**config.mk**
```make
export PLATFORM = sky130hd
export DESIGN_NAME = pci_config_header_ids_command
export DESIGN_NICKNAME = d
export VERILOG_FILES = /design/src/pci_cfg_pkg.sv /design/src/cmd_reg_bank.sv /design/src/parity_report.sv /design/src/pci_config_header_ids_command.sv
export VERILOG_INCLUDE_DIRS = /design/src
export SDC_FILE = /design/constraint.sdc
export NUM_CORES = 1
export LEC_CHECK = 0
export BUFFER_PORTS_ARGS = -buffer_cell sky130_fd_sc_hd__buf_2
export CORE_MARGIN = 2
export CORE_UTILIZATION = 45
export DETAILED_ROUTE_END_ITERATION = 8
export HOLD_SLACK_MARGIN = 0.12
export PLACE_DENSITY = 0.79
export RECOVER_POWER = 25
export SLEW_MARGIN = 25
export SYNTH_ARGS = -nofsm -noshare
export SYNTH_HDL_FRONTEND = slang
export SYNTH_SLANG_ARGS = --single-unit
```
**constraint.sdc**
```tcl
create_clock -name clk -period 4.1 [get_ports clk]
set_input_delay 0.82 -clock clk [delete_from_list [all_inputs] [get_ports clk]]
set_output_delay 0.82 -clock clk [all_outputs]
set_load 0.02 [all_outputs]
```
**src/pci_cfg_regs.svh**
```systemverilog
`ifndef PCI_CFG_REGS_SVH
`define PCI_CFG_REGS_SVH

// byte offsets of the header registers
`define OFF_MAKER        8'h00
`define OFF_PRODUCT      8'h02
`define OFF_CMD          8'h04

// doubleword index width and indices
`define DW_W             6
`define DW_ID            6'h00
`define DW_CMD           6'h01

// command register fields
`define CMD_IO           0
`define CMD_MEM          1
`define CMD_MASTER       2
`define CMD_SCM          3
`define CMD_WIE          4
`define CMD_PAL          5
`define CMD_PAR          6
`define CMD_STEP         7
`define CMD_SERR         8
`define CMD_B2B          9
`define CMD_WR_MASK      16'h0357
`define CMD_RESET        16'h0000
`define STAT_DPE_BIT     15

// identity values, arbitrary
`define MAKER_ID         16'h5A3C
`define PRODUCT_LEGACY   16'h0E10
`define PRODUCT_ENH      16'h0E20

// functions
`define NUM_FUNC         3
`define FUNC_ENH         2'h2
`define FUNC_W           2

`endif

```
**src/pci_cfg_pkg.sv**
```systemverilog
package pci_cfg_pkg;

  typedef struct packed {
    logic        we;
    logic [1:0]  func;
    logic [5:0]  dw;
    logic [3:0]  be;
    logic [31:0] wdata;
  } cfg_access_t;

  typedef struct packed {
    logic io;
    logic mem;
    logic master;
    logic wie;
    logic par;
    logic serr;
    logic b2b;
  } cmd_ctrl_t;

  typedef enum logic [1:0] {
    SPACE_CFG,
    SPACE_MEM,
    SPACE_IO,
    SPACE_SPECIAL
  } tgt_space_t;

endpackage

```
**src/cmd_reg_bank.sv**
```systemverilog
`timescale 1ns/1ps
`include "pci_cfg_regs.svh"

module cmd_reg_bank (
  input  wire logic                     clk,
  input  wire logic                     srst,
  input  wire logic                     wr_en,
  input  wire logic [1:0]               be,
  input  wire logic [15:0]              wdata,
  output logic      [15:0]              cmd_q,
  output pci_cfg_pkg::cmd_ctrl_t        ctrl
);

  logic [15:0] cmd_d;
  logic [15:0] lane_mask;

  always_comb begin
    lane_mask = {{8{be[1]}}, {8{be[0]}}} & `CMD_WR_MASK;
    cmd_d     = cmd_q;
    if (wr_en) begin
      // read-only and reserved bits stay zero
      cmd_d = (cmd_q & ~lane_mask) | (wdata & lane_mask);
    end
  end

  always_ff @(posedge clk) begin
    if (srst) begin
      cmd_q <= `CMD_RESET;
    end else begin
      cmd_q <= cmd_d;
    end
  end

  always_comb begin
    ctrl.io     = cmd_q[`CMD_IO];
    ctrl.mem    = cmd_q[`CMD_MEM];
    ctrl.master = cmd_q[`CMD_MASTER];
    ctrl.wie    = cmd_q[`CMD_WIE];
    ctrl.par    = cmd_q[`CMD_PAR];
    ctrl.serr   = cmd_q[`CMD_SERR];
    ctrl.b2b    = cmd_q[`CMD_B2B];
  end

endmodule // cmd_reg_bank

```
**src/parity_report.sv**
```systemverilog
`timescale 1ns/1ps

module parity_report (
  input  wire logic                     clk,
  input  wire logic                     srst,
  input  wire pci_cfg_pkg::cmd_ctrl_t   ctrl,
  input  wire logic                     addr_perr,
  input  wire logic                     data_perr,
  input  wire logic                     dpe_clear,
  output logic                          serr_oe_q,
  output logic                          perr_oe_q,
  output logic                          dpe_q
);

  logic serr_oe_d;
  logic perr_oe_d;
  logic dpe_d;

  always_comb begin
    // system error only with both enables set
    serr_oe_d = addr_perr & ctrl.serr & ctrl.par;
    // no parity signalling while response is off
    perr_oe_d = data_perr & ctrl.par;
    dpe_d     = dpe_q;
    if (dpe_clear) begin
      dpe_d = 1'b0;
    end
    // a new error beats a clear in the same cycle
    if (addr_perr | data_perr) begin
      dpe_d = 1'b1;
    end
  end

  always_ff @(posedge clk) begin
    if (srst) begin
      serr_oe_q <= 1'b0;
      perr_oe_q <= 1'b0;
      dpe_q     <= 1'b0;
    end else begin
      serr_oe_q <= serr_oe_d;
      perr_oe_q <= perr_oe_d;
      dpe_q     <= dpe_d;
    end
  end

endmodule // parity_report

```
**src/pci_config_header_ids_command.sv**
```systemverilog
`timescale 1ns/1ps
`include "pci_cfg_regs.svh"

module pci_config_header_ids_command #(
  // arbitrary identity values
  parameter logic [15:0] MAKER_ID       = `MAKER_ID,
  parameter logic [15:0] PRODUCT_LEGACY = `PRODUCT_LEGACY,
  parameter logic [15:0] PRODUCT_ENH    = `PRODUCT_ENH
) (
  input  wire logic                     clk,
  input  wire logic                     srst,
  // configuration access port
  input  wire logic                     cfg_valid,
  input  wire pci_cfg_pkg::cfg_access_t cfg_access,
  output logic                          cfg_ack_q,
  output logic [31:0]                   cfg_rdata_q,
  // target decode
  input  wire logic                     tgt_valid,
  input  wire logic [1:0]               tgt_func,
  input  wire pci_cfg_pkg::tgt_space_t  tgt_space,
  output logic                          tgt_claim_q,
  output logic                          tgt_ignore_q,
  // master side, per function
  input  wire logic [2:0]               mst_req,
  input  wire logic [2:0]               mst_back_to_back,
  input  wire logic [2:0]               mst_same_target,
  input  wire logic [2:0]               mst_want_wi,
  output logic [2:0]                    mst_grant_q,
  output logic [2:0]                    mst_use_wi_q,
  output logic [2:0]                    detached_q,
  // parity events, per function
  input  wire logic [2:0]               addr_perr,
  input  wire logic [2:0]               data_perr,
  input  wire logic [2:0]               dpe_clear,
  output logic [2:0]                    dpe_q,
  // open-drain error pins
  output logic                          serr_o_q,
  output logic                          serr_oe_q,
  output logic                          perr_o_q,
  output logic                          perr_oe_q
);

  logic [15:0]             cmd_q   [`NUM_FUNC];
  pci_cfg_pkg::cmd_ctrl_t  ctrl    [`NUM_FUNC];
  logic [2:0]              fn_serr;
  logic [2:0]              fn_perr;
  logic [2:0]              cmd_wr;

  // product word per function
  function automatic logic [15:0] product_of(input logic [1:0] f);
    product_of = (f == `FUNC_ENH) ? PRODUCT_ENH : PRODUCT_LEGACY;
  endfunction

  function automatic logic func_ok(input logic [1:0] f);
    func_ok = (f < `FUNC_W'(`NUM_FUNC));
  endfunction

  // per-function command register and parity reporting
  genvar g;
  generate
    for (g = 0; g < `NUM_FUNC; g = g + 1) begin : g_func
      assign cmd_wr[g] = cfg_valid & cfg_access.we
                         & (cfg_access.func == `FUNC_W'(g))
                         & (cfg_access.dw == `DW_CMD);

      cmd_reg_bank u_cmd (
        .clk   (clk),
        .srst  (srst),
        .wr_en (cmd_wr[g]),
        .be    (cfg_access.be[1:0]),
        .wdata (cfg_access.wdata[15:0]),
        .cmd_q (cmd_q[g]),
        .ctrl  (ctrl[g])
      );

      parity_report u_par (
        .clk       (clk),
        .srst      (srst),
        .ctrl      (ctrl[g]),
        .addr_perr (addr_perr[g]),
        .data_perr (data_perr[g]),
        .dpe_clear (dpe_clear[g]),
        .serr_oe_q (fn_serr[g]),
        .perr_oe_q (fn_perr[g]),
        .dpe_q     (dpe_q[g])
      );
    end
  endgenerate

  // configuration read answer
  logic        cfg_ack_d;
  logic [31:0] cfg_rdata_d;

  always_comb begin
    cfg_ack_d   = cfg_valid;
    cfg_rdata_d = 32'h0000_0000;
    if (cfg_valid && !cfg_access.we && func_ok(cfg_access.func)) begin
      unique case (cfg_access.dw)
        `DW_ID: begin
          // maker low, product high; writes never land here
          cfg_rdata_d = {product_of(cfg_access.func), MAKER_ID};
        end
        `DW_CMD: begin
          // status half out of this block, reads zero
          cfg_rdata_d = {16'h0000, cmd_q[cfg_access.func]};
        end
        default: begin
          cfg_rdata_d = 32'h0000_0000;
        end
      endcase
    end
  end

  always_ff @(posedge clk) begin
    if (srst) begin
      cfg_ack_q   <= 1'b0;
      cfg_rdata_q <= 32'h0000_0000;
    end else begin
      cfg_ack_q   <= cfg_ack_d;
      cfg_rdata_q <= cfg_rdata_d;
    end
  end

  // target claim
  logic tgt_claim_d;
  logic tgt_ignore_d;

  always_comb begin
    tgt_claim_d  = 1'b0;
    tgt_ignore_d = 1'b0;
    if (tgt_valid && func_ok(tgt_func)) begin
      unique case (tgt_space)
        pci_cfg_pkg::SPACE_CFG: begin
          // configuration always answered, even when detached
          tgt_claim_d = 1'b1;
        end
        pci_cfg_pkg::SPACE_MEM: begin
          tgt_claim_d = ctrl[tgt_func].mem;
        end
        pci_cfg_pkg::SPACE_IO: begin
          tgt_claim_d = ctrl[tgt_func].io;
        end
        pci_cfg_pkg::SPACE_SPECIAL: begin
          // special cycle monitoring is fixed off
          tgt_claim_d = 1'b0;
        end
      endcase
      tgt_ignore_d = ~tgt_claim_d;
    end else if (tgt_valid) begin
      tgt_ignore_d = 1'b1;
    end
  end

  always_ff @(posedge clk) begin
    if (srst) begin
      tgt_claim_q  <= 1'b0;
      tgt_ignore_q <= 1'b0;
    end else begin
      tgt_claim_q  <= tgt_claim_d;
      tgt_ignore_q <= tgt_ignore_d;
    end
  end

  // master gating and detach indication
  logic [2:0] mst_grant_d;
  logic [2:0] mst_use_wi_d;
  logic [2:0] detached_d;

  always_comb begin
    for (int f = 0; f < `NUM_FUNC; f++) begin
      // fast back-to-back to another target needs the enable
      mst_grant_d[f]  = mst_req[f] & ctrl[f].master
                        & (~mst_back_to_back[f] | mst_same_target[f]
                           | ctrl[f].b2b);
      mst_use_wi_d[f] = mst_req[f] & mst_want_wi[f]
                        & ctrl[f].master & ctrl[f].wie;
      detached_d[f]   = (cmd_q[f] == `CMD_RESET);
    end
  end

  always_ff @(posedge clk) begin
    if (srst) begin
      mst_grant_q  <= 3'h0;
      mst_use_wi_q <= 3'h0;
      detached_q   <= 3'h7;
    end else begin
      mst_grant_q  <= mst_grant_d;
      mst_use_wi_q <= mst_use_wi_d;
      detached_q   <= detached_d;
    end
  end

  // shared open-drain error pins, driven low when enabled
  logic serr_oe_d;
  logic perr_oe_d;

  always_comb begin
    serr_oe_d = |fn_serr;
    perr_oe_d = |fn_perr;
  end

  always_ff @(posedge clk) begin
    if (srst) begin
      serr_o_q  <= 1'b0;
      serr_oe_q <= 1'b0;
      perr_o_q  <= 1'b0;
      perr_oe_q <= 1'b0;
    end else begin
      serr_o_q  <= 1'b0;
      serr_oe_q <= serr_oe_d;
      perr_o_q  <= 1'b0;
      perr_oe_q <= perr_oe_d;
    end
  end

endmodule // pci_config_header_ids_command

```
# After elaboration in Yosys (flattened, before gate mapping)
# Cells that the tools add are included.
# Widths: inputs -> output; s select.
[word_totals]
reg_bits = 103
wordCells = 122
[classes]
n_lt_le_gt_ge = 4
eq_ne = 6
mux = 18
bitwise = 56
reduce_logical = 17
[op_table]
columns = ["op", "count"]
rows = [
  ["$pmux 28 s2", 1],
  ["$and 16x16->16", 3],
  ["$logic_not 16->1", 3],
  ["$or 16x16->16", 3],
  ["$bmux 16 s2", 1],
  ["$mux 16", 2],
  ["$and 1x1->1", 31],
  ["$and 16x10->16", 1],
  ["$not 10->16", 1],
  ["$bmux 7 s2", 1],
  ["$mux 7", 2],
  ["$mux 1", 9],
  ["$or 1x1->1", 9],
  ["$eq 2x2->1 const B", 3],
  ["$eq 6x1->1 const B", 1],
  ["$ge 3x3->1 const B", 2],
  ["$logic_not 6->1", 1],
  ["$mux 6", 1],
  ["$not 1->1", 6],
  ["$not 2->3", 2],
  ["$reduce_bool 2->1", 3],
  ["$reduce_or 3->1", 2],
  ["$eq 2x1->1 const B", 2],
  ["$logic_not 2->1", 2],
  ["other kinds (5)", 9],
]

# Longest topological paths before layout
[logic_depth]
word_depth = 8
depth_mapped = 5
mapped_depth_nobuf = 4

# Modules after synthesis
# Synthesis repeated with hierarchy kept, for this count alone.
[hier_totals]
cells_unflattened = 354
hier_area_um2 = 3139.3
[modules_own_cells]
columns = ["mod", "instances", "cells_each", "area_each_um2"]
rows = [
  ["pci_config_header_ids_command", 1, 189, 1577.8],
  ["cmd_reg_bank", 3, 47, 426.7],
  ["parity_report", 3, 8, 93.8],
]

# Worst setup path after synthesis
# OpenSTA, ideal clock, no wires.
[synth_path]
path_kind = "input port to flip-flop"
start = "in cfg_access[39] (netlist bit)"
end = "reg g_func[2].u_cmd.cmd_q[2]"
setup_time_ps = 116
arrival_ps = 1793
required_ps = 3984
setup_slack_ps = 2191
stages = 3
path_buffers = 0
path_cell_list = "nor4_4 > nand4_2 > a31o_2"
[synth_between]
elab_chain_cells = 2
[synth_lines]
columns = ["element", "line", "text"]
rows = [
  ["start: declaration", "pci_config_header_ids_command.sv:14", "input wire pci_cfg_pkg::cfg_access_t cfg_access,"],
  ["$eq 6x1->1", "n/a", ""],
  ["$and 1x1->1", "pci_config_header_ids_command.sv:62", "assign cmd_wr[g] = cfg_valid & cfg_access.we"],
  ["end signal: assignment", "cmd_reg_bank.sv:28", "cmd_q <= `CMD_RESET;"],
  ["end signal: assignment", "cmd_reg_bank.sv:30", "cmd_q <= cmd_d;"],
  ["end: declaration", "cmd_reg_bank.sv:10", "output logic [15:0] cmd_q,"],
]
# Every way passes these cells.
# A chain may end at the register's enable or synchronous reset.

==> Implementation_results.wiki <==
{| class="wikitable"
! Metric !! Value
|-
| Clock-pin slew on the worst setup and hold paths || 100 ps
|-
| Global-route wire length before repair || 7360 µm
|-
| Starting Density || 47.2%
|-
| Clock sink count || 54
|-
| Remaining global-route overflow || 0
|-
| Share of synthesized flip-flops with an asynchronous set or reset || 0%
|-
| Setup-failing EPs final || 0
|-
| Cell at the root of the clock tree || sky130_fd_sc_hd__clkbuf_8
|-
| Number of enable-type register cells in the synthesized netlist || 0
|-
| Mapped Area || 0.00224 mm²
|-
| Number of buffers inserted to repair setup after CTS || 0
|-
| Tot GR Track Use || 17.5%
|-
| Setup Total Neg Slack || 0 ps
|-
| Adder and majority cell fraction of the synthesized area || 0%
|-
| Number of top-level pins || 125
|-
| Die Width || 74.6 µm
|-
| Critical path start-end classification || in2reg
|-
| Flip-flop cell with the highest count after synthesis || sky130_fd_sc_hd__dfxtp_1
|-
| Critical path startpoint category || input port
|-
| Remaining number of nets flagged by the antenna check after routing || 0
|-
| Peak VDD IR || 0.000192 V
|-
| Synthesized netlist cell count || 248
|-
| Number of design rule violations left after detail routing || 0
|-
| Drt wl/cell || 12.3 µm
|-
| Standard-cell row count || 25
|-
| Outcome || finished clean
|-
| Final number of hold-violating endpoints || 0
|-
| Detailed Route Iter0 Violations || 95
|-
| Post-synthesis compound-gate area fraction || 9.38%
|-
| Critical path fanouts, max || 27
|-
| Min cycle time layout || 2600 ps
|-
| Count of different cell masters after synthesis || 31
|-
| Count of cells resized by post-cts repair || 0
|-
| Height of the chip || 74.6 µm
|-
| Half-perimeter wire length of the detailed placement result || 3590 µm
|-
| Total via count in the routed design || 1853
|-
| Share of synthesized cell area in and, or, nand and nor gates || 25.8%
|-
| Sequential-to-total area share from yosys stat || 48.2%
|-
| Worst Setup EP || g_func[2].u_cmd.cmd_q[0]$_SDFFE_PP0P_
|-
| Xor and xnor fraction of the mapped netlist area || 0%
|-
| Area after detailed placement || 0.00256 mm²
|-
| Start point of the critical path || srst
|-
| Synthesis Warnings || 0
|-
| R2R depth || 2
|-
| Largest area contributor in the synthesized netlist || sky130_fd_sc_hd__dfxtp_1
|-
| Most used standard cells in the synthesized netlist || sky130_fd_sc_hd__dfxtp_1 (54), sky130_fd_sc_hd__buf_4 (27), sky130_fd_sc_hd__nand2_1 (26), sky130_fd_sc_hd__nor2_1 (23), sky130_fd_sc_hd__a21oi_1 (16)
|-
| Worst Max-Slew Pin Slew || 724 ps
|-
| Worst R2R Start || g_func[1].u_cmd.cmd_q[4]$_SDFFE_PP0P_
|-
| Share of synthesized area spent on multiplexers || 5.80%
|-
| H-tree depth || 2
|-
| Port Buf Inserts || 80
|-
| Placer congestion estimate || 0.863
|-
| Post-route clock skew || 5.77 ps
|-
| Achievable Freq || 384 MHz
|-
| Area growth, synth to finish || 17.9%
|-
| Synthesized area divided by synthesized cell count || 9.04 µm²
|-
| Post-route fraction of the period consumed by the critical path || 63.5%
|-
| Worst R2R Setup Slack || 2790 ps
|-
| Cell area power density || 345 mW/mm²
|-
| Most area-consuming cells after synthesis || sky130_fd_sc_hd__dfxtp_1 (48%), sky130_fd_sc_hd__buf_4 (9.0%), sky130_fd_sc_hd__mux2i_1 (5.8%)
|-
| Dominant combinational cell family by area after synthesis || simple AND/OR/NAND/NOR gates
|-
| Post-synth top area share || 48.2%
|-
| Leakage component of the power || 1.23 nW
|-
| Worst min-delay path category || reg2reg
|-
| Worst EP required || 4310 ps
|-
| WHS Path Cells || 2
|-
| Final number of max-transition violations || 0
|-
| Final core occ || 55.6%
|-
| Capture instance of the worst register-to-register path || detached_q[1]$_SDFF_PP1_
|-
| Arrival time of the worst setup path || 2820 ps
|-
| Share of final-layout standard cells stronger than drive strength 1 || 30.2%
|-
| Headroom to the max-slew limit || 51.7%
|-
| Via-per-instance ratio || 4.81
|-
| Final cell area excluding filler cells || 0.00264 mm²
|-
| Flops & latches, synth || 54
|-
| Total Die Area || 0.00556 mm²
|-
| Setup repair after global routing missed its margin || no
|-
| Router iterations before antenna repair || 4
|-
| Number of antenna diodes || 0
|-
| Max clock buf depth || 2
|-
| Number of antenna violations at the first check in global routing || 0
|-
| Insertion delay to the later sink of the worst-skew pair || 310 ps
|-
| Clock tree from TritonCTS || built
|-
| Type of destination of the critical path || flop
|-
| Total core area || 0.00475 mm²
|-
| Number of clock buffers inserted by TritonCTS || 5
|-
| Vias in the first global route || 1649
|-
| Max-capacitance violation count || 0
|-
| Total Nets Final || 391
|-
| Hold-fix buffers, CTS || 0
|-
| Cell with the most instances after synthesis || sky130_fd_sc_hd__dfxtp_1
|-
| Pin count of the biggest net entering global routing || 28
|-
| Final routed wirelength across all metal layers || 4740 µm
|}
## report_power, final
part           internal [mW]  switching (mW)  leakage [nW]
combinational         0.0278          0.0507         0.747
clock                  0.124           0.180        0.0447
sequential             0.528         0.00125         0.437
## registers in the layout, summed over array words and instances (netlist names), 3 cells and up
name / count
cfg_rdata_q: 10
detached_q: 3
g_func.u_cmd.cmd_q: 21
g_func.u_par.dpe_q: 3
g_func.u_par.perr_oe_q: 3
g_func.u_par.serr_oe_q: 3
mst_grant_q: 3
mst_use_wi_q: 3
## worst min path at each step
stage / startpoint / to / slack [ps]
global placement: g_func[1].u_par.perr_oe_q$_SDFF_PP0_ / perr_oe_q$_SDFF_PP0_ / 430
CTS: g_func[2].u_par.serr_oe_q$_SDFF_PP0_ / serr_oe_q$_SDFF_PP0_ / 460
floorplan: g_func[2].u_par.perr_oe_q$_SDFF_PP0_ / perr_oe_q$_SDFF_PP0_ / 420
finish: g_func[2].u_par.serr_oe_q$_SDFF_PP0_ / serr_oe_q$_SDFF_PP0_ / 450
global route: g_func[0].u_par.dpe_q$_SDFFE_PP0P_ / g_func[0].u_par.dpe_q$_SDFFE_PP0P_ / 500
detailed placement: g_func[2].u_par.serr_oe_q$_SDFF_PP0_ / serr_oe_q$_SDFF_PP0_ / 430
## through the flow
stage | total power, mW | std cells | hold WS (ps) | setup slack (ps)
floorplan | 0.601 | 264 | 415 | 2190
global placement | 0.618 | 377 | 435 | 1600
detailed placement | 0.620 | 377 | 433 | 1600
CTS | 0.921 | 385 | 460 | 1940
global route | 0.944 | 385 | 499 | 1290
finish | 0.911 | 385 | 454 | 1500
## layout make-up
type                       instances  area, µm²
clock buffer                       5       68.8
clock inverter                     3       25.0
fill                             459       2110
inverter                           2       7.51
multi-input combinational        174        983
sequential                        54       1080
tap                               67       83.8
timing repair buffer              80        394
## placed cells by master (no fill, tap or decap), types with 4 or more instances in the layout
| cell | count |
|---|---|
| sky130_fd_sc_hd__a21oi_1 | 16 |
| sky130_fd_sc_hd__and3_1 | 4 |
| sky130_fd_sc_hd__buf_2 | 75 |
| sky130_fd_sc_hd__clkbuf_1 | 5 |
| sky130_fd_sc_hd__clkbuf_8 | 5 |
| sky130_fd_sc_hd__conb_1 | 17 |
| sky130_fd_sc_hd__dfxtp_1 | 54 |
| sky130_fd_sc_hd__mux2i_1 | 13 |
| sky130_fd_sc_hd__nand2_1 | 26 |
| sky130_fd_sc_hd__nand3_1 | 10 |
| sky130_fd_sc_hd__nor2_1 | 23 |
| sky130_fd_sc_hd__nor2b_1 | 14 |
| sky130_fd_sc_hd__nor3_1 | 4 |
| sky130_fd_sc_hd__nor3b_1 | 4 |
| sky130_fd_sc_hd__o21ai_0 | 14 |
## per-layer routing
layer	global-route usage (%)	vias to the layer above	part of all wire (%)
met4	7.94	0	1.6
li1	-	942	-
met5	0	-	0
met2	28.1	77	46
met1	21.9	825	45
met3	4.61	9	7.4
## kinds of logic after synthesis
logic type	Yosys count
buffers and inverters	36
AOI/OAI and AO/OA	37
other	1
and+or+nand+nor	107
DFF	54
muxes	13
## worst max-delay path, cell delays in order
cell and delay [ps]:
sky130_fd_sc_hd__clkbuf_1 530, sky130_fd_sc_hd__clkinv_1 780, sky130_fd_sc_hd__nand2_1 380, sky130_fd_sc_hd__nor2_1 90, sky130_fd_sc_hd__a31o_2 210
(Power assumes the default switching activity.)
